[src/hdl/fault_map.svh]
`ifndef FAULT_MAP_SVH
`define FAULT_MAP_SVH

// register offsets
`define ADDR_CTRL        8'h00
`define ADDR_STATE       8'h04
`define ADDR_INT_STATUS  8'h08
`define ADDR_INT_ENABLE  8'h0C
`define ADDR_INT_CLEAR   8'h10

// control register fields
`define CTRL_STOP        0
`define CTRL_INDIRECT    1
`define CTRL_RESTART     2
`define CTRL_INVERT      3
`define CTRL_RESET       4'h0

// event bits of the interrupt registers
`define EV_SHORT         0
`define EV_SYNC          1
`define EV_OTEMP         2
`define EV_TWARN         3
`define EV_UV            4
`define EV_WIDTH         5

// pulse lengths in pwm periods per fault group
`define LEN_SHORT        3'h2
`define LEN_SYNC         3'h3
`define LEN_TEMP         3'h4

// timing
`define CLK_PERIOD_NS    100
`define ZERO_DUTY_TIME_US 1000
`define ZERO_DUTY_CYCLES ((`ZERO_DUTY_TIME_US * 1000) / `CLK_PERIOD_NS)

`endif

[src/hdl/fault_pkg.sv]
package fault_pkg;

   typedef enum logic [3:0]
   {
      SEQ_IDLE = 4'h1,
      SEQ_LOW  = 4'h2,
      SEQ_HIGH = 4'h4,
      SEQ_DONE = 4'h8
   } seq_state_type;

endpackage

[src/hdl/bldc_fault_response_unit.sv]
// The register offsets and the plain strobed port were left to the implementer.
`timescale 1ns/100ps
`include "fault_map.svh"

// Operation
// - stop-on-fault set: short, lost sync or overheat disables all gates
// - latched short disable clears on zero duty, diagnostic read, motor stop or reset
// - undervoltage disables gates while present, whatever stop-on-fault says
// - stop-on-fault clear: short and overheat reported, motor keeps running
// - disabling all outputs drives every gate output low
// - short with stop-on-fault clear removes only the affected gate
// - fault pin is open drain: released or pulled low only
// - indirect mode lost sync gives repeating three-period pulses
// - indirect overheat, stop-on-fault clear, gives repeating four-period
// - single four-period pulse releases the pin and does not repeat
// - pulse: low rest of current period, then two to four periods
// - repeating pulses rest released for same periods, then repeat
// - direct mode holds the fault pin low while any fault exists
module bldc_fault_response_unit
#(
   parameter int unsigned ZERO_DUTY_CYCLES = `ZERO_DUTY_CYCLES,
   parameter int unsigned GATE_COUNT       = 6
)
(
   // clock and reset
   input  wire logic                  sys_clk,
   input  wire logic                  nrst,
   input  wire logic                  ce,
   // register port
   input  wire logic [7:0]            reg_addr,
   input  wire logic [31:0]           reg_wdata,
   input  wire logic                  reg_wr,
   input  wire logic                  reg_rd,
   output logic      [31:0]           reg_rdata,
   // control pwm pin
   input  wire logic                  pwm_pin,
   // fault detectors
   input  wire logic [GATE_COUNT-1:0] short_fault,
   input  wire logic                  lost_sync,
   input  wire logic                  over_temp,
   input  wire logic                  temp_warning,
   input  wire logic                  vbb_undervoltage,
   // motor controller events
   input  wire logic                  motor_stop,
   input  wire logic                  auto_restart,
   input  wire logic                  diag_read_done,
   // gate drive
   input  wire logic [GATE_COUNT-1:0] gate_drive_in,
   output logic      [GATE_COUNT-1:0] gate_drive_out,
   // open drain fault pin
   output logic                       fault_indicator_pin_n_out,
   output logic                       fault_indicator_pin_n_oe,
   // interrupt
   output logic                       irq
);

   localparam logic [23:0] ZERO_LIMIT = 24'(ZERO_DUTY_CYCLES);

   logic [3:0]            ctrl;
   logic [GATE_COUNT-1:0] short_latched;
   logic                  sync_latched;
   logic                  pwm_s1;
   logic                  pwm_s2;
   logic                  pwm_s3;
   logic                  pwm_level;
   logic                  pwm_prev;
   logic [23:0]           low_count;
   logic [`EV_WIDTH-1:0]  ev_prev;
   logic [`EV_WIDTH-1:0]  int_status;
   logic [`EV_WIDTH-1:0]  int_enable;
   logic                  seq_low;

   // control bits
   wire stop_on_fault_enable      = ctrl[`CTRL_STOP];
   wire indirect_mode             = ctrl[`CTRL_INDIRECT];
   wire auto_restart_control      = ctrl[`CTRL_RESTART];
   wire pwm_input_polarity_invert = ctrl[`CTRL_INVERT];

   // pwm period marks and zero duty detect
   wire pwm_active   = pwm_level ^ pwm_input_polarity_invert;
   wire period_start = pwm_active && !pwm_prev;
   wire zero_duty    = (low_count >= ZERO_LIMIT);

   // fault state
   wire short_any     = |short_fault;
   wire short_held    = |short_latched;
   wire short_clear   = zero_duty || diag_read_done || motor_stop;
   wire sync_state    = lost_sync || sync_latched;
   wire fault_stop    = stop_on_fault_enable &&
                        (short_any || short_held || over_temp);
   wire disable_all   = vbb_undervoltage || sync_state || fault_stop;
   wire any_fault     = vbb_undervoltage || sync_state || short_any ||
                        short_held || over_temp || temp_warning;

   wire [GATE_COUNT-1:0] next_short_latched =
      (short_fault & {GATE_COUNT{stop_on_fault_enable}}) |
      (short_latched & {GATE_COUNT{!short_clear}});
   wire next_sync_latched = (lost_sync && !auto_restart_control) ||
                            (sync_latched && !(motor_stop || auto_restart));
   wire [GATE_COUNT-1:0] gate_mask =
      stop_on_fault_enable ? {GATE_COUNT{1'b1}} : ~short_fault;
   wire [GATE_COUNT-1:0] next_gate_drive_out =
      disable_all ? {GATE_COUNT{1'b0}} : (gate_drive_in & gate_mask);

   // fault pin coding
   wire steady_low = indirect_mode ?
      (vbb_undervoltage || (stop_on_fault_enable && over_temp)) :
      any_fault;
   wire short_sig  = stop_on_fault_enable ? (short_any || short_held) :
                     short_any;
   wire temp_sig   = stop_on_fault_enable ? temp_warning : over_temp;
   wire req_valid  = indirect_mode && (short_sig || sync_state || temp_sig);
   wire [2:0] req_len = short_sig  ? `LEN_SHORT :
                        sync_state ? `LEN_SYNC  :
                        `LEN_TEMP;
   wire req_repeat = short_sig  ? stop_on_fault_enable :
                     sync_state ? 1'b1 :
                     !stop_on_fault_enable;
   wire next_pin_oe = steady_low || seq_low;

   // interrupt events on rising edges of each condition
   wire [`EV_WIDTH-1:0] events = {vbb_undervoltage, temp_warning, over_temp,
                                  lost_sync, short_any};
   wire [`EV_WIDTH-1:0] ev_rise = events & ~ev_prev;

   // register decode
   wire wr_ctrl   = reg_wr && (reg_addr == `ADDR_CTRL);
   wire wr_enable = reg_wr && (reg_addr == `ADDR_INT_ENABLE);
   wire wr_clear  = reg_wr && (reg_addr == `ADDR_INT_CLEAR);
   wire [`EV_WIDTH-1:0] clear_bits =
      wr_clear ? reg_wdata[`EV_WIDTH-1:0] : {`EV_WIDTH{1'b0}};
   // a new event wins over a clear in the same cycle
   wire [`EV_WIDTH-1:0] next_int_status = (int_status & ~clear_bits) | ev_rise;
   wire [31:0] state_word = 32'({fault_indicator_pin_n_oe, disable_all,
                                 sync_latched, short_latched});
   wire [31:0] read_mux =
      (reg_addr == `ADDR_CTRL)       ? 32'(ctrl) :
      (reg_addr == `ADDR_STATE)      ? state_word :
      (reg_addr == `ADDR_INT_STATUS) ? 32'(int_status) :
      (reg_addr == `ADDR_INT_ENABLE) ? 32'(int_enable) :
      32'h0000_0000;

   // pin synchroniser; a change counts once stages two and three agree
   always_ff @(posedge sys_clk)
   begin
      if (!nrst)
      begin
         pwm_s1    <= 1'b0;
         pwm_s2    <= 1'b0;
         pwm_s3    <= 1'b0;
         pwm_level <= 1'b0;
         pwm_prev  <= 1'b0;
      end
      else if (ce)
      begin
         pwm_s1   <= pwm_pin;
         pwm_s2   <= pwm_s1;
         pwm_s3   <= pwm_s2;
         pwm_prev <= pwm_active;
         if (pwm_s2 == pwm_s3)
            pwm_level <= pwm_s3;
      end
   end

   // zero duty: no active phase seen for the whole timeout
   always_ff @(posedge sys_clk)
   begin
      if (!nrst)
         low_count <= 24'h000000;
      else if (ce)
      begin
         if (pwm_active)
            low_count <= 24'h000000;
         else if (!zero_duty)
            low_count <= 24'(low_count + 24'h000001);
      end
   end

   always_ff @(posedge sys_clk)
   begin
      if (!nrst)
      begin
         short_latched            <= {GATE_COUNT{1'b0}};
         sync_latched             <= 1'b0;
         gate_drive_out           <= {GATE_COUNT{1'b0}};
         fault_indicator_pin_n_oe <= 1'b0;
      end
      else if (ce)
      begin
         short_latched            <= next_short_latched;
         sync_latched             <= next_sync_latched;
         gate_drive_out           <= next_gate_drive_out;
         fault_indicator_pin_n_oe <= next_pin_oe;
      end
   end

   // the pin never drives high; released means high impedance
   assign fault_indicator_pin_n_out = 1'b0;

   always_ff @(posedge sys_clk)
   begin
      if (!nrst)
      begin
         ctrl       <= `CTRL_RESET;
         ev_prev    <= {`EV_WIDTH{1'b0}};
         int_status <= {`EV_WIDTH{1'b0}};
         int_enable <= {`EV_WIDTH{1'b0}};
         irq        <= 1'b0;
         reg_rdata  <= 32'h0000_0000;
      end
      else if (ce)
      begin
         ev_prev    <= events;
         int_status <= next_int_status;
         irq        <= |(next_int_status & int_enable);
         reg_rdata  <= reg_rd ? read_mux : 32'h0000_0000;
         if (wr_ctrl)
            ctrl <= reg_wdata[3:0];
         if (wr_enable)
            int_enable <= reg_wdata[`EV_WIDTH-1:0];
      end
   end

   pulse_sequencer u_seq
   (
      .sys_clk      (sys_clk),
      .nrst         (nrst),
      .ce           (ce),
      .period_start (period_start),
      .req_valid    (req_valid),
      .req_len      (req_len),
      .req_repeat   (req_repeat),
      .pin_low      (seq_low)
   );
endmodule

[src/hdl/pulse_sequencer.sv]
`timescale 1ns/100ps
`include "fault_map.svh"

module pulse_sequencer
(
   // clock and reset
   input  wire logic       sys_clk,
   input  wire logic       nrst,
   input  wire logic       ce,
   // pwm period marks
   input  wire logic       period_start,
   // coded pulse request
   input  wire logic       req_valid,
   input  wire logic [2:0] req_len,
   input  wire logic       req_repeat,
   // pin drive
   output logic            pin_low
);

   fault_pkg::seq_state_type state;
   fault_pkg::seq_state_type next_state;
   logic [2:0]               cnt;
   logic [2:0]               len;
   logic                     rep;

   wire       low_end  = period_start && (cnt == len);
   wire [2:0] gap_last = 3'(len - 3'h1);
   wire       gap_end  = period_start && (cnt == gap_last);

   always_comb
   begin
      next_state = state;
      case (state)
         fault_pkg::SEQ_IDLE:
            if (req_valid)
               next_state = fault_pkg::SEQ_LOW;
         fault_pkg::SEQ_LOW:
            // a pulse is always finished, even if the fault has gone
            if (low_end)
               next_state = !rep ? fault_pkg::SEQ_DONE :
                            req_valid ? fault_pkg::SEQ_HIGH :
                            fault_pkg::SEQ_IDLE;
         fault_pkg::SEQ_HIGH:
            if (!req_valid)
               next_state = fault_pkg::SEQ_IDLE;
            else if (gap_end)
               next_state = fault_pkg::SEQ_LOW;
         fault_pkg::SEQ_DONE:
            if (!req_valid)
               next_state = fault_pkg::SEQ_IDLE;
         default:
            next_state = fault_pkg::SEQ_IDLE;
      endcase
   end

   always_ff @(posedge sys_clk)
   begin
      if (!nrst)
      begin
         state <= fault_pkg::SEQ_IDLE;
         cnt   <= 3'h0;
         len   <= 3'h0;
         rep   <= 1'b0;
      end
      else if (ce)
      begin
         state <= next_state;
         // repeat pulses start on a period edge, so that edge counts
         if (next_state != state)
            cnt <= (state == fault_pkg::SEQ_HIGH) ? 3'h1 : 3'h0;
         else if (period_start)
            cnt <= 3'(cnt + 3'h1);
         if (state == fault_pkg::SEQ_IDLE)
         begin
            len <= req_len;
            rep <= req_repeat;
         end
      end
   end

   assign pin_low = (state == fault_pkg::SEQ_LOW);
endmodule

[config.mk]
export PLATFORM = sky130hd
export DESIGN_NAME = bldc_fault_response_unit
export DESIGN_NICKNAME = d
export VERILOG_FILES = /design/src/hdl/fault_pkg.sv /design/src/hdl/bldc_fault_response_unit.sv /design/src/hdl/pulse_sequencer.sv
export VERILOG_INCLUDE_DIRS = /design/src /design/src/hdl
export SDC_FILE = /design/constraint.sdc
export NUM_CORES = 1
export LEC_CHECK = 0
export ABC_AREA = 1
export BUFFER_PORTS_ARGS = -buffer_cell sky130_fd_sc_hd__buf_2
export CAP_MARGIN = 15
export CORE_MARGIN = 5
export CORE_UTILIZATION = 53
export CTS_CLUSTER_DIAMETER = 40
export DETAILED_ROUTE_END_ITERATION = 16
export PLACE_DENSITY = 0.8
export SETUP_SLACK_MARGIN = 0.4
export SYNTH_ARGS = -nofsm -noshare
export SYNTH_HDL_FRONTEND = slang
export SYNTH_SLANG_ARGS = --single-unit
[constraint.sdc]
create_clock -name sys_clk -period 2.1 [get_ports sys_clk]
set_input_delay 0.21 -clock sys_clk [delete_from_list [all_inputs] [get_ports sys_clk]]
set_output_delay 0.21 -clock sys_clk [all_outputs]
set_load 0.02 [all_outputs]
Word level (Yosys, flattened, before mapping):

Index checks and enable logic that the tools add are counted.

* input bits: 65
* logic and storage cells: 121
* bits in registers: 106
* output and inout port bits: 41

* reduce and logical (&&, ||, !) cells: 44
* order comparisons: 1
* bitwise logic cells: 12
* multiplexer cells: 28
* add/sub/neg operators: 3
* equality and inequality tests: 13

Operators by type and width (count)
* $mux 24: 2
* $mux 9: 3
* $add 24x1->24 const B: 1
* $ge 24x14->1 const B: 1
* $mux 4: 6
* $and 6x6->6: 3
* $logic_or 1x1->1: 17
* $eq 8x4->1 const B: 2
* $pmux 4 s4: 1
* $and 5x5->5: 3
* $mux 3: 5
* $mux 5: 3
* $mux 6: 2
* $reduce_and 2->1: 6
* $reduce_or 6->1: 2
* $logic_and 1x1->1: 11
* $not 5->5: 2
* $eq 8x3->1 const B: 1
* $eq 8x5->1 const B: 1
* $logic_not 8->1: 1
* $eq 3x3->1: 2
* $mux 1: 6
* $not 6->6: 1
* $or 6x6->6: 1
* other kinds (14): 18

Depth between registers and ports, before layout:

* depth in word-level cells: 13
* depth in mapped cells: 18
* mapped depth without buffers: 18

By module:

A second synthesis with hierarchy kept.

* cells, all modules: 668
* area, all modules: 4613.2 um^2

Modules (own cells, without submodules)
* bldc_fault_response_unit: area an instance 3777.4 um^2, times used 1, sequential area each 1441.4 um^2, cells each 540
* pulse_sequencer: area an instance 835.8 um^2, times used 1, sequential area each 220.2 um^2, cells each 128

Least setup slack after synthesis:

No wires, ideal clock.

* kind: register to register
* from: reg u_seq.len[0]
* to: reg u_seq.cnt[0]
* slack: 0.308 ns
* data arrival time: 1.679 ns
* period minus slack after synthesis: 1.792 ns
* data required time: 1.987 ns
* path buffers: 0
* setup time: 0.113 ns
* stages on the path, launching flop included: 17
* path through: dfxtp_1 > inv_1 > ha_1 > nand2_1 > inv_1 > nor2_1 > nand2_1 > nor2_1 > nand3_1 > nand2_1 > nand2_2 > a21boi_0 > nor2_2 > nand3_2 > nand2_2 > nor2_1 > nor2_1

* cells in the longest elaborated chain, start to end: 9

RTL lines
* start: declaration: line pulse_sequencer.sv:23 `logic [2:0] len;`
* start signal: assignment: line pulse_sequencer.sv:75 `len <= req_len;`
* $sub 3x1->3: line pulse_sequencer.sv:27 `wire [2:0] gap_last = 3'(len - 3'h1);`
* $eq 3x3->1: line pulse_sequencer.sv:28 `wire gap_end = period_start && (cnt == gap_last);`
* $logic_and 1x1->1: line pulse_sequencer.sv:28
* $mux 4: line pulse_sequencer.sv:46 `else if (gap_end)`
* $mux 4: line pulse_sequencer.sv:44 `if (!req_valid)`
* $pmux 4 s4 (*): line pulse_sequencer.sv:33 `case (state)`
* $ne 4x4->1 (*): line pulse_sequencer.sv:69 `if (next_state != state)`
* $reduce_bool 2->1 (no line)
* $reduce_and 2->1 (no line)
* end signal: assignment: line pulse_sequencer.sv:70 `cnt <= (state == fault_pkg::SEQ_HIGH) ? 3'h1 : 3'h0;`
* end signal: assignment: line pulse_sequencer.sv:72 `cnt <= 3'(cnt + 3'h1);`
* end: declaration: line pulse_sequencer.sv:22 `logic [2:0] cnt;`

Mark *: on every way between the ends. The rest lies on a longest branch, timed or not.
A chain may end at the register's enable or synchronous reset.

Worst setup path after layout:

* from: reg u_seq.len[0]
* to: reg u_seq.cnt[1]

Same word-level chain as after synthesis.

==> results.json <==
{
  "status": "finished, final reports clean",
  "clk_path_buf_depth": 2,
  "cp-start-kind": "flop",
  "hold_buffers": 0,
  "slew_headroom_pct": 65.5,
  "crit_path_start": "u_seq.len[0]",
  "fmax_mhz": 555,
  "setup_viol": 0,
  "synth-seq-cells": 83,
  "synth_ff_type": "dfxtp_1",
  "cts_num_sinks": 83,
  "maxCapViolCount": 0,
  "tns_ps": 0,
  "hold_viol_final": 0,
  "min-delay-start": "pwm_pin",
  "post-route-drc-count": 0,
  "fillCellCount": 629,
  "antennaDiodeCount": 0,
  "ys_async_sr_fraction_pct": 0,
  "drtAntennaViolNets": 0,
  "grt_pass1_wl_um": 18400,
  "avgSynthCellArea_um2": 7.02,
  "num_rows": 32,
  "rsz0062_at_grt": "true",
  "fp.coreArea_mm2": 0.00777,
  "path_class": "flop to flop",
  "nets": 759,
  "end_kind": "flop",
  "use_met3_pct": 4.42,
  "hold_path_class": "input pin to flop",
  "ir_drop_mv": 0.337,
  "areaGrowthSynthToFinish_pct": 24.1,
  "tightest_slew_ps": 514,
  "layoutNonFillerInstCount": 797,
  "ff_latch_area_mm2": 0.00169,
  "grtUsageTotal_pct": 22.4,
  "ys_seq_area_share_pct": 39.1,
  "worstReg2RegStart": "u_seq.len[0]",
  "power.density_mw_per_mm2": 621,
  "synth_warnings": 0,
  "vias": 4335,
  "cts_tree": "built",
  "start_util_pct": 54.7,
  "syn-cell-area_mm2": 0.00425,
  "fin_worst_skew_ps": 11.2,
  "die_y_um": 99.5,
  "die_x_um": 99.5,
  "die_area_mm2": 0.00990,
  "fin_crit_sh_pct": 85.8,
  "post_drt_wl_per_cell_um": 14.5,
  "fin_crit_ps": 1800,
  "top_usage_layer": "met2",
  "drive_above_1_share_pct": 29.9,
  "overflow": 0,
  "multi_input_area_mm2": 0.00235,
  "numCtsBuffers": 9,
  "holdPathStages": 3,
  "path_max_fanout": 4,
  "placed_cells": 757,
  "first_global_vias": 4086,
  "htreeDepth": 3,
  "p_leak_nw": 2.38,
  "io_pins": 106,
  "slew_violations": 0,
  "hpwl_um": 7850,
  "synth_cells": 605,
  "dr.pass1.iters": 5,
  "grt_start_max_net_pins": 31,
  "arrival_ps": 2090,
  "crit_required_ps": 2380,
  "cts.clk_slew.worst_paths_ps": 90,
  "drtIter0Drc": 284,
  "clk_latency_ps": 360,
  "met2_usage_pct": 39.4,
  "cts_root_buf": "clkbuf_8",
  "use_met1_pct": 27.6,
  "reg2reg_depth": 16,
  "synth_edf_count": 0,
  "vias_per_cell": 5.44,
  "whs_ps": 77.5,
  "fin_util_pct": 67.9,
  "place_congestion": 0.859,
  "place.port_buffers": 54,
  "drt_wl_total_um": 11600,
  "ys_types": 44,
  "antenna_found_initial": 0
}
## path summary, 6_finish.rpt
check,slack (ps),end
worst min register to register,450,low_count[15]
worst max register to register,300,u_seq.cnt[1]
worst max-delay path,300,u_seq.cnt[1]
worst min-delay path,80,pwm_s1
## cell families (layout without fill, tap and decap cells)
group | Yosys count | after routing | share of synthesized area (%)
other cells | 1 | 24 | 0.0883
flops | 83 | 83 | 39.1
xor+xnor | 3 | 3 | 0.619
fa+ha+maj | 4 | 4 | 1.18
buf+inv | 125 | 192 | 13.4
compound gates | 147 | 147 | 18.8
simple gates | 242 | 242 | 26.8
## metrics by stage
| step | setup WS (ps) | total power [W] | cell area (um^2) |
|---|---|---|---|
| finish | 299 | 0.00328 | 5270 |
| detailed placement | 248 | 0.00205 | 4600 |
| CTS | 334 | 0.00325 | 5020 |
| global placement | 318 | 0.00203 | 4600 |
| floorplan | 412 | 0.00196 | 4350 |
| global route | 121 | 0.00340 | 5270 |
## synthesized netlist by cell type, drive strengths merged, types with 3 or more instances
master,n,area share (%)
nand4,11,1.8
a31oi,5,0.74
nand2,117,11
nor3,21,3.1
nor4,3,0.94
o31ai,3,0.53
dfxtp,83,39
xor2,3,0.62
inv,85,7.5
buf,26,4.6
o21ai,55,6.5
o211ai,6,1.1
ha,4,1.2
clkbuf,14,1.2
a21oi,68,8.2
nor2,60,5.9
nand3,27,3.9
## power by group
part	internal (W)	total, W	switching (W)
combinational	0.000141	0.000425	0.000283
clock	0.000592	0.00121	0.000616
sequential	0.00161	0.00164	0.0000296
## placed cells by master (no fill, tap or decap), types with 4 or more instances in the layout
cell / instances
nand2_1: 94
inv_1: 73
dfxtp_1: 66
a21oi_1: 58
buf_2: 54
o21ai_0: 48
nor2_1: 46
buf_4: 31
conb_1: 24
nand3_1: 19
nor3_1: 16
nand2_2: 16
dfxtp_2: 14
inv_2: 11
nand4_1: 10
a21oi_2: 10
clkbuf_8: 10
nor2_2: 9
nand2_4: 7
o211ai_1: 6
nand3_2: 6
buf_6: 6
nor2_4: 5
a31oi_1: 5
o21ai_2: 4
## registers in the layout (all words and copies together), names as in the netlist
signal / cells
fault_indicator_pin_n_oe: 1
pwm_s2: 1
pwm_s3: 1
u_seq.cnt: 3
irq: 1
u_seq.len: 3
short_latched: 6
u_seq.rep: 1
ctrl: 4
gate_drive_out: 6
int_enable: 5
int_status: 5
pwm_level: 1
ev_prev: 5
pwm_prev: 1
low_count: 24
pwm_s1: 1
u_seq.state: 4
reg_rdata: 9
sync_latched: 1
## worst max-delay path, cell delays in order (launching register included)
cell	delay [ps]
dfxtp_2	350
inv_2	50
ha_4	270
nand2_2	50
inv_2	50
nor2_2	30
nand2_1	60
nor2_2	40
nand2_1	80
nand2_1	70
nor2_2	150
a21oi_1	70
nor2_2	90
nand3_2	110
nand2_4	90
nand2_2	50
a21oi_2	120
## layout make-up
| type | instances | share of cell area [%] |
|---|---|---|
| clock inverter | 6 | 1.35 |
| tap | 102 | 2.42 |
| multi-input combinational | 420 | 44.6 |
| clock buffer | 10 | 2.61 |
| sequential | 83 | 32.1 |
| timing repair buffer | 91 | 10.8 |
| inverter | 85 | 6.10 |
## routing by layer
layer	routed length, um	share of wire (%)
met4	212	1.8
met1	4720	41
met5	0	0
met2	5870	51
met3	764	6.6
## repair_timing
action | in CTS | in global routing
endpoints found under the setup margin | 11 | 24
setup buffers | 19 | 5
pin swaps | 14 | 21
gates resized for setup | 29 | 64
No activity file was read; power rests on OpenSTA's default activity.
